**src/core/seecc_map.svh**
```systemverilog
// Purpose: offsets, field positions, command codes and timing counts
// Assumes: 32-bit APB data, byte addresses on PADDR
// Notes: included by the top module only, guarded against double use
`ifndef SEECC_MAP_SVH
`define SEECC_MAP_SVH

`define SEECC_CMD_OFS      8'hb0
`define SEECC_DATA_OFS     8'hb4
`define SEECC_ISTAT_OFS    8'hb8
`define SEECC_IMASK_OFS    8'hbc

`define SEECC_BUSY_BIT     31
`define SEECC_CMD_HI       30
`define SEECC_CMD_LO       28
`define SEECC_TOUT_BIT     9
`define SEECC_LOADED_BIT   8
`define SEECC_IRQ_DONE     0
`define SEECC_IRQ_TOUT     1

`define SEECC_TIMEOUT_MS   30
`define SEECC_CLK_KHZ      25000
`define SEECC_SK_DIV       25

// arbitrary value marking a programmed memory
`define SEECC_SIGNATURE    8'ha5
`define SEECC_LAST_BYTE    3'h6

`define SEECC_OP_READ      2'h2
`define SEECC_OP_WRITE     2'h1
`define SEECC_OP_ERASE     2'h3
`define SEECC_OP_SPECIAL   2'h0
`define SEECC_SUB_ERASE_WRITE_ENABLE     8'hc0
`define SEECC_SUB_ERASE_WRITE_DISABLE     8'h00
`define SEECC_SUB_WRITE_ALL     8'h40
`define SEECC_SUB_ERASE_ALL     8'h80
`define SEECC_LEN_SHORT    5'd11
`define SEECC_LEN_LONG     5'd19

`endif

```
**src/core/seecc_pkg.sv**
```systemverilog
// Purpose: shared types of the serial memory command controller
// Assumes: nothing beyond the map header
// Notes: command codes follow the three-bit field of the command register
package seecc_pkg;

    typedef enum logic [2:0] {
        CMD_READ       = 3'b000,
        CMD_EW_DISABLE = 3'b001,
        CMD_EW_ENABLE  = 3'b010,
        CMD_WRITE      = 3'b011,
        CMD_WRITE_ALL  = 3'b100,
        CMD_ERASE      = 3'b101,
        CMD_ERASE_ALL  = 3'b110,
        CMD_RELOAD     = 3'b111
    } seecc_cmd_type;

    typedef enum logic [1:0] {
        ST_IDLE = 2'b00,
        ST_SEND = 2'b01,
        ST_GAP  = 2'b10,
        ST_POLL = 2'b11
    } seecc_state_type;

    typedef struct packed {
        logic [4:0]  tx_len;
        logic [18:0] tx_bits;
        logic        rx_en;
    } seecc_frame_type;

endpackage

```
**src/core/seecc_top.sv**
```systemverilog
// Purpose: APB controller running single commands on a serial memory
// Assumes: memory answers ready by driving the data line high
// Notes: a reload runs by itself after reset
`timescale 1ns/1ps
`include "seecc_map.svh"
module seecc_top #(
    parameter int         TIMEOUT_CYCLES = `SEECC_TIMEOUT_MS *
                                           `SEECC_CLK_KHZ,
    parameter int         SK_DIV         = `SEECC_SK_DIV,
    parameter logic [7:0] SIGNATURE      = `SEECC_SIGNATURE
) (
    input  wire logic        SYS_CLK,
    input  wire logic        SRST,
    input  wire logic        PSEL,
    input  wire logic        PENABLE,
    input  wire logic        PWRITE,
    input  wire logic [7:0]  PADDR,
    input  wire logic [31:0] PWDATA,
    output logic             PREADY,
    output logic [31:0]      PRDATA,
    output logic             PSLVERR,
    output logic             IRQ,
    output logic             NVM_SELECT,
    output logic             NVM_SERIAL_CLOCK,
    input  wire logic        NVM_SERIAL_DATA_LINE_IN,
    output logic             NVM_SERIAL_DATA_LINE_OUT,
    output logic             NVM_SERIAL_DATA_LINE_OE,
    output logic [47:0]      STATION_ADDRESS
);
    seecc_pkg::seecc_state_type state;
    seecc_pkg::seecc_cmd_type   cmd;
    seecc_pkg::seecc_cmd_type   run;
    seecc_pkg::seecc_frame_type frame;

    logic        busy;
    logic        tout;
    logic        loaded;
    logic        boot;
    logic [7:0]  addr;
    logic [7:0]  data;
    logic [1:0]  istat;
    logic [1:0]  imask;
    logic [31:0] timer;
    logic [2:0]  idx;
    logic        w_start;
    logic        w_done;
    logic [7:0]  w_rx;
    logic [31:0] rdata;
    logic        mapped;
    logic        access;
    logic        wr_go;
    logic        wr_cmd;
    logic        wr_data;
    logic        wr_stat;
    logic        wr_mask;
    logic        di;
    logic        send_done;
    logic        poll_ok;
    logic        poll_to;
    logic        rl_step;
    logic        rl_bad;
    logic        rl_last;
    logic        finish;
    logic        launch;

    function automatic logic polls(input seecc_pkg::seecc_cmd_type c);
        return c == seecc_pkg::CMD_WRITE || c == seecc_pkg::CMD_WRITE_ALL ||
               c == seecc_pkg::CMD_ERASE || c == seecc_pkg::CMD_ERASE_ALL;
    endfunction

    function automatic seecc_pkg::seecc_frame_type build(
        input seecc_pkg::seecc_cmd_type c,
        input logic [7:0]               a,
        input logic [7:0]               d
    );
        seecc_pkg::seecc_frame_type f;
        logic [1:0]                 op;
        logic [7:0]                 sub;
        op  = `SEECC_OP_SPECIAL;
        sub = a;
        unique case (c)
            seecc_pkg::CMD_READ:       op  = `SEECC_OP_READ;
            seecc_pkg::CMD_RELOAD:     op  = `SEECC_OP_READ;
            seecc_pkg::CMD_WRITE:      op  = `SEECC_OP_WRITE;
            seecc_pkg::CMD_ERASE:      op  = `SEECC_OP_ERASE;
            seecc_pkg::CMD_EW_ENABLE:  sub = `SEECC_SUB_ERASE_WRITE_ENABLE;
            seecc_pkg::CMD_EW_DISABLE: sub = `SEECC_SUB_ERASE_WRITE_DISABLE;
            seecc_pkg::CMD_WRITE_ALL:  sub = `SEECC_SUB_WRITE_ALL;
            seecc_pkg::CMD_ERASE_ALL:  sub = `SEECC_SUB_ERASE_ALL;
        endcase
        f.tx_bits = {1'b1, op, sub, d};
        f.tx_len  = (c == seecc_pkg::CMD_WRITE ||
                     c == seecc_pkg::CMD_WRITE_ALL) ?
                    `SEECC_LEN_LONG : `SEECC_LEN_SHORT;
        f.rx_en   = c == seecc_pkg::CMD_READ || c == seecc_pkg::CMD_RELOAD;
        return f;
    endfunction

    // ---- APB slave: one wait state, commit when PREADY is seen high
    assign access  = PSEL && PENABLE;
    assign wr_go   = access && PREADY && PWRITE;
    assign wr_cmd  = wr_go && PADDR == `SEECC_CMD_OFS;
    assign wr_data = wr_go && PADDR == `SEECC_DATA_OFS;
    assign wr_stat = wr_go && PADDR == `SEECC_ISTAT_OFS;
    assign wr_mask = wr_go && PADDR == `SEECC_IMASK_OFS;

    always_comb begin
        rdata  = 32'h0;
        mapped = 1'b1;
        case (PADDR)
            `SEECC_CMD_OFS:   rdata = {busy, cmd, 18'h0, tout, loaded, addr};
            `SEECC_DATA_OFS:  rdata = {24'h0, data};
            `SEECC_ISTAT_OFS: rdata = {30'h0, istat};
            `SEECC_IMASK_OFS: rdata = {30'h0, imask};
            default:          mapped = 1'b0;
        endcase
    end

    always_ff @(posedge SYS_CLK) begin
        if (SRST) begin
            PREADY  <= 1'b0;
            PRDATA  <= 32'h0;
            PSLVERR <= 1'b0;
        end else begin
            PREADY <= access && !PREADY;
            if (access && !PREADY) begin
                PRDATA  <= PWRITE ? 32'h0 : rdata;
                PSLVERR <= !mapped;
            end
        end
    end

    // ---- operation events
    assign di        = NVM_SERIAL_DATA_LINE_IN;
    assign send_done = state == seecc_pkg::ST_SEND && w_done;
    assign poll_ok   = state == seecc_pkg::ST_POLL && di;
    assign poll_to   = state == seecc_pkg::ST_POLL && !di &&
                       timer == 32'(TIMEOUT_CYCLES - 1);
    assign rl_step   = send_done && run == seecc_pkg::CMD_RELOAD;
    assign rl_bad    = rl_step && idx == 3'h0 && w_rx != SIGNATURE;
    assign rl_last   = rl_step && idx == `SEECC_LAST_BYTE;
    assign finish    = poll_ok || poll_to || rl_bad || rl_last ||
                       (send_done && run != seecc_pkg::CMD_RELOAD &&
                        !polls(run));
    assign launch    = state == seecc_pkg::ST_IDLE && (boot || busy);

    // command fields are locked while an operation runs
    always_ff @(posedge SYS_CLK) begin
        if (SRST) begin
            cmd  <= seecc_pkg::CMD_READ;
            addr <= 8'h0;
        end else if (wr_cmd && !busy) begin
            cmd  <= seecc_pkg::seecc_cmd_type'(
                        PWDATA[`SEECC_CMD_HI:`SEECC_CMD_LO]);
            addr <= PWDATA[7:0];
        end
    end

    always_ff @(posedge SYS_CLK) begin
        if (SRST) begin
            busy <= 1'b0;
            boot <= 1'b1;
        end else begin
            if (launch && boot) begin
                boot <= 1'b0;
                busy <= 1'b1;
            end else if (wr_cmd && !busy && PWDATA[`SEECC_BUSY_BIT]) begin
                busy <= 1'b1;
            end else if (finish) begin
                busy <= 1'b0;
            end
        end
    end

    always_ff @(posedge SYS_CLK) begin
        if (SRST) begin
            data <= 8'h0;
        end else if (send_done && run == seecc_pkg::CMD_READ) begin
            data <= w_rx;
        end else if (wr_data && !busy) begin
            data <= PWDATA[7:0];
        end
    end

    // a time-out in the same cycle as the clear write still sets
    always_ff @(posedge SYS_CLK) begin
        if (SRST) begin
            tout <= 1'b0;
        end else if (poll_to) begin
            tout <= 1'b1;
        end else if (wr_cmd && PWDATA[`SEECC_TOUT_BIT]) begin
            tout <= 1'b0;
        end
    end

    always_ff @(posedge SYS_CLK) begin
        if (SRST) begin
            loaded          <= 1'b0;
            STATION_ADDRESS <= 48'h0;
        end else begin
            if (launch && (boot || cmd == seecc_pkg::CMD_RELOAD)) begin
                loaded <= 1'b0;
            end else if (rl_last) begin
                loaded <= 1'b1;
            end
            if (rl_step && idx != 3'h0) begin
                STATION_ADDRESS[(idx - 3'h1) * 8 +: 8] <= w_rx;
            end
        end
    end

    always_ff @(posedge SYS_CLK) begin
        if (SRST) begin
            istat <= 2'h0;
            imask <= 2'h0;
            IRQ   <= 1'b0;
        end else begin
            istat <= (istat & ~(wr_stat ? PWDATA[1:0] : 2'h0)) |
                     {poll_to, finish};
            if (wr_mask) begin
                imask <= PWDATA[1:0];
            end
            // one cycle behind the status bits
            IRQ <= |(istat & imask);
        end
    end

    // ---- sequencer
    always_ff @(posedge SYS_CLK) begin
        if (SRST) begin
            state      <= seecc_pkg::ST_IDLE;
            run        <= seecc_pkg::CMD_READ;
            frame      <= '0;
            w_start    <= 1'b0;
            NVM_SELECT <= 1'b0;
            timer      <= 32'h0;
            idx        <= 3'h0;
        end else begin
            w_start <= 1'b0;
            timer   <= timer + 32'h1;
            unique case (state)
                seecc_pkg::ST_IDLE: begin
                    if (launch) begin
                        run        <= boot ? seecc_pkg::CMD_RELOAD : cmd;
                        frame      <= build(boot ? seecc_pkg::CMD_RELOAD : cmd,
                                            boot ? 8'h0 : addr, data);
                        idx        <= 3'h0;
                        w_start    <= 1'b1;
                        NVM_SELECT <= 1'b1;
                        state      <= seecc_pkg::ST_SEND;
                    end
                end
                seecc_pkg::ST_SEND: begin
                    timer <= 32'h0;
                    if (finish) begin
                        NVM_SELECT <= 1'b0;
                        state      <= seecc_pkg::ST_IDLE;
                    end else if (send_done) begin
                        NVM_SELECT <= 1'b0;
                        state      <= seecc_pkg::ST_GAP;
                    end
                end
                seecc_pkg::ST_GAP: begin
                    // deselect long enough for the memory to start its cycle
                    if (timer == 32'(SK_DIV - 1)) begin
                        timer      <= 32'h0;
                        NVM_SELECT <= 1'b1;
                        if (run == seecc_pkg::CMD_RELOAD) begin
                            idx     <= idx + 3'h1;
                            frame   <= build(run, {5'h0, idx + 3'h1}, 8'h0);
                            w_start <= 1'b1;
                            state   <= seecc_pkg::ST_SEND;
                        end else begin
                            state <= seecc_pkg::ST_POLL;
                        end
                    end
                end
                seecc_pkg::ST_POLL: begin
                    if (finish) begin
                        NVM_SELECT <= 1'b0;
                        state      <= seecc_pkg::ST_IDLE;
                    end
                end
            endcase
        end
    end

    seecc_wire #(
        .DIV (SK_DIV)
    ) u_wire (
        .clk   (SYS_CLK),
        .srst  (SRST),
        .start (w_start),
        .frame (frame),
        .di    (di),
        .done  (w_done),
        .sk    (NVM_SERIAL_CLOCK),
        .dout  (NVM_SERIAL_DATA_LINE_OUT),
        .doe   (NVM_SERIAL_DATA_LINE_OE),
        .rx    (w_rx)
    );
endmodule

```
**src/core/seecc_wire.sv**
```systemverilog
// Purpose: shifts one serial frame out and optionally eight bits back in
// Assumes: start is a one-cycle pulse with frame valid in the same cycle
// Notes: data changes while sk is low, input is sampled on the rising sk
`timescale 1ns/1ps
module seecc_wire #(
    parameter int DIV = 25
) (
    input  wire logic                    clk,
    input  wire logic                    srst,
    input  wire logic                    start,
    input  wire seecc_pkg::seecc_frame_type frame,
    input  wire logic                    di,
    output logic                         done,
    output logic                         sk,
    output logic                         dout,
    output logic                         doe,
    output logic [7:0]                   rx
);
    logic [7:0]  cnt;
    logic        active;
    logic        phase;
    logic [18:0] sh;
    logic [4:0]  txl;
    logic [3:0]  rxl;
    logic        tick;
    logic        last;

    assign tick = active && (cnt == 8'(DIV - 1));
    assign last = (txl == 5'h1 && rxl == 4'h0) ||
                  (txl == 5'h0 && rxl == 4'h1);

    always_ff @(posedge clk) begin
        if (srst || !active || tick) begin
            cnt <= 8'h0;
        end else begin
            cnt <= cnt + 8'h1;
        end
    end

    always_ff @(posedge clk) begin
        if (srst) begin
            active <= 1'b0;
            phase  <= 1'b0;
            sk     <= 1'b0;
            dout   <= 1'b0;
            doe    <= 1'b0;
            done   <= 1'b0;
            sh     <= 19'h0;
            txl    <= 5'h0;
            rxl    <= 4'h0;
            rx     <= 8'h0;
        end else begin
            done <= 1'b0;
            if (start) begin
                active <= 1'b1;
                phase  <= 1'b0;
                sk     <= 1'b0;
                sh     <= frame.tx_bits;
                dout   <= frame.tx_bits[18];
                doe    <= 1'b1;
                txl    <= frame.tx_len;
                rxl    <= frame.rx_en ? 4'h8 : 4'h0;
            end else if (tick && !phase) begin
                sk    <= 1'b1;
                phase <= 1'b1;
                if (txl == 5'h0) begin
                    rx <= {rx[6:0], di};
                end
            end else if (tick) begin
                sk    <= 1'b0;
                phase <= 1'b0;
                if (txl != 5'h0) begin
                    txl  <= txl - 5'h1;
                    sh   <= {sh[17:0], 1'b0};
                    dout <= sh[17];
                    // hand the line to the memory for its reply
                    if (txl == 5'h1) begin
                        doe <= 1'b0;
                    end
                end else begin
                    rxl <= rxl - 4'h1;
                end
                if (last) begin
                    active <= 1'b0;
                    done   <= 1'b1;
                    doe    <= 1'b0;
                    dout   <= 1'b0;
                end
            end
        end
    end
endmodule

```
**config.mk**
```make
export PLATFORM = sky130hd
export DESIGN_NAME = seecc_top
export DESIGN_NICKNAME = d
export VERILOG_FILES = /design/src/core/seecc_pkg.sv /design/src/core/seecc_top.sv /design/src/core/seecc_wire.sv
export VERILOG_INCLUDE_DIRS = /design/src /design/src/core
export SDC_FILE = /design/constraint.sdc
export NUM_CORES = 1
export LEC_CHECK = 0
export ABC_AREA = 1
export BUFFER_PORTS_ARGS = -buffer_cell sky130_fd_sc_hd__buf_4
export CAP_MARGIN = 20
export CORE_UTILIZATION = 40
export CTS_CLUSTER_DIAMETER = 100
export CTS_CLUSTER_SIZE = 25
export DETAILED_ROUTE_END_ITERATION = 16
export MAX_ROUTING_LAYER = met4
export PLACE_DENSITY = 0.65
export SETUP_SLACK_MARGIN = 0.05
export SKIP_LAST_GASP = 1
export SLEW_MARGIN = 5
export SYNTH_ARGS = -nofsm -noshare
export SYNTH_HDL_FRONTEND = slang
export SYNTH_SLANG_ARGS = --single-unit
```
**constraint.sdc**
```tcl
create_clock -name SYS_CLK -period 9.7 [get_ports SYS_CLK]
set_input_delay 0.97 -clock SYS_CLK [delete_from_list [all_inputs] [get_ports SYS_CLK]]
set_output_delay 0.97 -clock SYS_CLK [all_outputs]
set_load 0.1 [all_outputs]
```
; After elaboration in Yosys (flattened, before gate mapping)
; Cells that the tools add are included.
[word_totals]
output_inout_bits = 87
word_cells = 247
ff_bits = 225
inputBits = 46
[op_classes]
add_sub_neg = 7
shift = 2
mux = 76
bitwise_logic = 6
eq_ne = 37
n_reduce_logical = 86
[op_table]
columns = op, count
row1 = $pmux 32 s4, 1
row2 = $mux 25, 3
row3 = $mux 18, 4
row4 = $mux 32, 2
row5 = $pmux 32 s2, 1
row6 = $pmux 8 s4, 2
row7 = $pmux 25 s2, 1
row8 = $bwmux 48, 1
row9 = $shift 8x34->48 const A, 1
row10 = $shiftx 8x34->48, 1
row11 = $neg 32->34, 1
row12 = $add 32x1->32 const B, 1
row13 = $eq 32x20->1 const B, 1
row14 = $eq 32x5->1 const B, 1
row15 = $eq 8x8->1 const B, 4
row16 = $logic_and 1x1->1, 31
row17 = $mux 1, 31
row18 = $eq 3x3->1 const B, 10
row19 = $mux 5, 6
row20 = $mux 8, 3
row21 = $mux 4, 5
row22 = $logic_or 1x1->1, 15
row23 = $reduce_and 3->1, 5
row24 = $mux 2, 7
row25 = 37 further kinds, 76

; Logic depth before layout (Yosys ltp)
[depth]
word_depth = 11
ltp_mapped = 21
ltp_nobuf = 17

; By module
; Synthesis repeated with hierarchy kept, for this count alone.
[unflattened]
hier_cells = 1423
hier_area_um2 = 10108.4
[modules_own_cells]
columns = mod, instances, cells_per_inst, seq_area_each_um2, area_per_inst_um2
row1 = seecc_top, 1, 1046, 3123.0, 7576.0
row2 = seecc_wire, 1, 377, 960.9, 2532.4

; Least setup slack after synthesis
; OpenSTA, ideal clock, no wires.
[synth_timing]
kind = flip-flop to flip-flop
startpoint = register idx[0]
endpoint = register STATION_ADDRESS[6]
setup_ns = 0.067
path_stages_with_launch = 19
path_slack_ns = 6.539
n_path_buf = 4
required_time_ns = 9.633
synth_period_minus_slack_ns = 3.161
arrival_ns = 3.094
path_cell_list = dfxtp_1 buf_2 clkbuf_1 inv_1 ha_1 or2_4 nand2_4 inv_1 nand3_1 inv_1 ha_1 buf_2 clkinv_1 nor3_1 nand3_2 nor2_4 buf_6 o21ai_2 a21oi_2
[synth_via]
elab_chain_cells = 4
word_cells_on_any_way = 7
classes_between = 2 x add/sub / 2 x shift / 1 x mux / 2 x reduce/logical
[synth_rtl]
columns = item, line
row1 = "start, declared", seecc_top.sv:44  ; logic [2:0] idx;
row2 = "start signal, assigned", seecc_top.sv:269  ; idx <= idx + 3'h1;
row3 = $sub 3x1->4, seecc_top.sv:207  ; STATION_ADDRESS[(idx - 3'h1) * 8 +: 8] <= w_rx;
row4 = $neg 32->34, seecc_top.sv:207
row5 = $shiftx 8x34->48 / $shift 8x34->48 (equally long branches), seecc_top.sv:207
row6 = $bwmux 48, seecc_top.sv:207
row7 = "end signal, assigned by index", seecc_top.sv:207
row8 = "end, declared", seecc_top.sv:28  ; output logic [47:0] STATION_ADDRESS
; Several ways; a longest one is shown, not always the timed one.
; A chain may end at the register's enable or synchronous reset.

; Worst setup path in the final report
[layout_timing]
startpoint = register idx[0]
endpoint = register STATION_ADDRESS[5]
; The elaborated chain is that of the path after synthesis.

==> metrics <==
outcome=finished, final reports clean; synth top area cells=dfxtp_1, nand2_1, nor2_1; routed length per instance=around 14 um; Placed Cells=about 1700; Port Buffer Count=95; Clock Tree Buf Depth=3; drt drc=0; peak supply drop=0.0001099 V; H-Tree Depth=1; mapped cell area=0.009683 sq mm; final wirelength=23420 um; first-pass GRT wire length=38540 um; Placement Rows=56; Synthesis Warnings=0; # setup viols final=0; 1st-pass router iterations=5; DIE AREA=roughly 0.025 sq mm; TritonCTS clock tree=done; total setup buffers inserted after CTS=0; Most common cell on crit path=inv_1; initial antenna violation count=0; Worst slew margin=0.3372; CP cell instances=inv_1 -> ha_1 -> or2_4 -> nand2_4 -> inv_1 -> nand3_1 -> inv_1 -> ha_1 -> clkinv_1 -> nor3_1 -> nand3_2 -> nor2_4 -> o21ai_0 -> a21oi_1; critical-path cell with the highest stage delay=dfxtp_1; Synth Flop Type=dfxtp_1; PD cells=218.3 mW/mm^2; Worst EP arrival=4.66 ns; Worst Setup Start Kind=register; Congestion Overflow GR=0; setup tns final=0 ns; WP data required=~10 ns; vias per cell=5.013; Worst-path clk slew=0.10 ns; Psw=roughly 970 uW; Max Fanout on Critical Path=29; combinational power share=0.357; number of distinct library cells after synthesis=53; RSZ-0062 raised after global routing=false; Routed Antenna Nets=0; ant diodes=0; fill cell count=2423; asr flop ratio synth=0; sw frac=0.4064; Synth top area share=0.4218; final non-filler cell total=1723; clock latency on the worst-skew pair=0.48 ns; largest net degree at the start of global routing=108; Final Hold Fails=0; Flop pwr share=0.417; drt first-iter violations=between 400 and 500; clk sinks=204; Post-synth EDFFs=0; Ports=approximately 130; Yosys reg bits=roughly 200; area delta synth->final=12.46%; Die Ht=157.6 um; post-synth top area cell=dfxtp_1; Max Slew Vio Count=0; Max Fclk=235.3 MHz; Worst-Margin Slew=0.9942 ns; Final min period=4.249 ns; vias in the first global route=7966; internal power=around 1.4 mW; Gate Count Post-Synth=1340; Hold Path Class=register to register; layout cells sized above 1=0.1140; hold_buf cts=0; CP Capture Type=register; Max Cap Violations=0; final layout net count=approximately 1500; max incr delay on CP=roughly 0.95 ns; Post-CTS Resized=0; CTS root buf=clkbuf_16; post-DP HPWL=16720 um; final worst path period share=0.4380; routed vias=8637; Num CTS Buffers=12; Leakage=around 4.4 nW; clock skew=between 0.015 and 0.02 ns; total power=2.377 mW; Final GP Congestion=about 0.83; Global Route Usage Sum=0.1952; sequential share of the synthesized area=0.4218; Crit Path Category=register to register; Die X=157.6 um; Core ar.=about 0.024 sq mm; Post-Syn Area per Cell=7.226 sq um; Initial Util=0.4101; clock share of power=0.227
-- logic make-up (layout without fill, tap and decap cells) --
group                    Yosys count  after routing  share of synthesized area
flip-flops                       204            204                     0.4218
AND/OR/NAND/NOR                  589            589                     0.2676
AO/OA/AOI/OAI                    294            294                     0.1660
adder cells (fa/ha/maj)           24             24                    0.03101
buffers and inverters            210            257                    0.09497
other                              1             18                  0.0003873
XOR/XNOR                          18             18                    0.01822
-- per-stage QoR --
stage	instance area, sq um	hold WS, ns	worst slack (ns)	util
finish	10890	0.4504	5.451	0.4612
detailed placement	10490	0.4377	5.487	0.4444
global placement	10490	0.4326	5.557	0.4444
global route	10890	0.4660	4.885	0.4612
floorplan	9747	0.4173	6.539	-
CTS	10850	0.4524	5.458	0.4594
-- worst max-delay path: cells and delay by family (launching register included) --
family          cells  cell delay, ns
flops               1            0.95
simple gates        6            1.20
fa+ha+maj           2            0.95
compound gates      2            0.31
buf+inv             4            0.76
-- final cells by class --
type / count / area, sq um / share of cell area
inverters: 142 / 538.0 / 0.04941
repair buffers: 99 / 770.7 / 0.07078
multi-input cells: 943 / 4743 / 0.4356
clock inverters: 2 / 25.02 / 0.002298
well taps: 319 / 399.1 / 0.03665
flip-flops and latches: 204 / 4084 / 0.3750
clock buffers: 14 / 329.1 / 0.03022
-- synthesized netlist by cell type, drive strengths merged, types with 2 or more instances --
cell	instances
nand2	241
dfxtp	204
nor2	188
inv	138
o21ai	136
a21oi	113
nand3	66
nor3	44
buf	39
clkbuf	29
a31oi	26
ha	24
nand4	21
xor2	14
nor4	13
or2	10
a211oi	8
o211a	5
clkinv	4
xnor2	4
nor3b	3
nand3b	2
-- final timing paths --
kind,startpoint,to,slack [ns],cells past startpoint
worst min register to register,STATION_ADDRESS[45],STATION_ADDRESS[45],0.45,2
worst max-delay path,idx[0],STATION_ADDRESS[5],5.45,14
worst max register to register,idx[0],STATION_ADDRESS[5],5.45,14
worst min-delay path,STATION_ADDRESS[45],STATION_ADDRESS[45],0.45,2
-- cell usage in the layout, fill, tap and decap left out, types with 2 or more instances in the layout --
cell,count
a211oi_1,7
a21oi_1,110
a21oi_2,2
a31oi_1,25
buf_4,97
clkbuf_16,13
clkinv_1,3
conb_1,18
dfxtp_1,204
ha_1,24
inv_1,132
inv_2,5
inv_4,2
nand2_1,236
nand2_2,2
nand2_4,3
nand3_1,63
nand3_2,3
nand3b_1,2
nand4_1,19
nand4_2,2
nor2_1,179
nor2_2,5
nor2_4,4
nor3_1,43
nor3b_1,3
nor4_1,12
o211a_1,5
o21ai_0,126
o21ai_1,7
o21ai_2,3
or2_0,2
or2_2,7
xnor2_1,4
xor2_1,13
-- metal layers --
metal	global-route usage	part of all wire	vias up	wire, um
met5	-	0	-	0
met4	0.05039	0.020	0	480
met3	0.02382	0.042	39	981
met2	0.3114	0.45	186	10630
met1	0.2614	0.48	3925	11320
li1	-	-	4487	-
-- registers in the layout, summed over array words and instances, names as in the netlist, 5 cells and up --
| signal | cells |
|---|---|
| PRDATA | 14 |
| STATION_ADDRESS | 48 |
| addr | 8 |
| data | 8 |
| frame | 22 |
| timer | 32 |
| u_wire.cnt | 8 |
| u_wire.rx | 8 |
| u_wire.sh | 18 |
| u_wire.txl | 5 |
-- power groups by stage --
stage	sequential, mW	clock [mW]	combinational (mW)
4_1_cts	0.991	0.559	0.817
3_5_place_dp	1.01	0	0.813
5_1_grt	1.01	0.585	0.954
2_1_floorplan	1.01	0	0.658
6_report	0.991	0.538	0.847
3_3_place_gp	1.01	0	0.798
No activity file was read; power rests on OpenSTA's default activity.
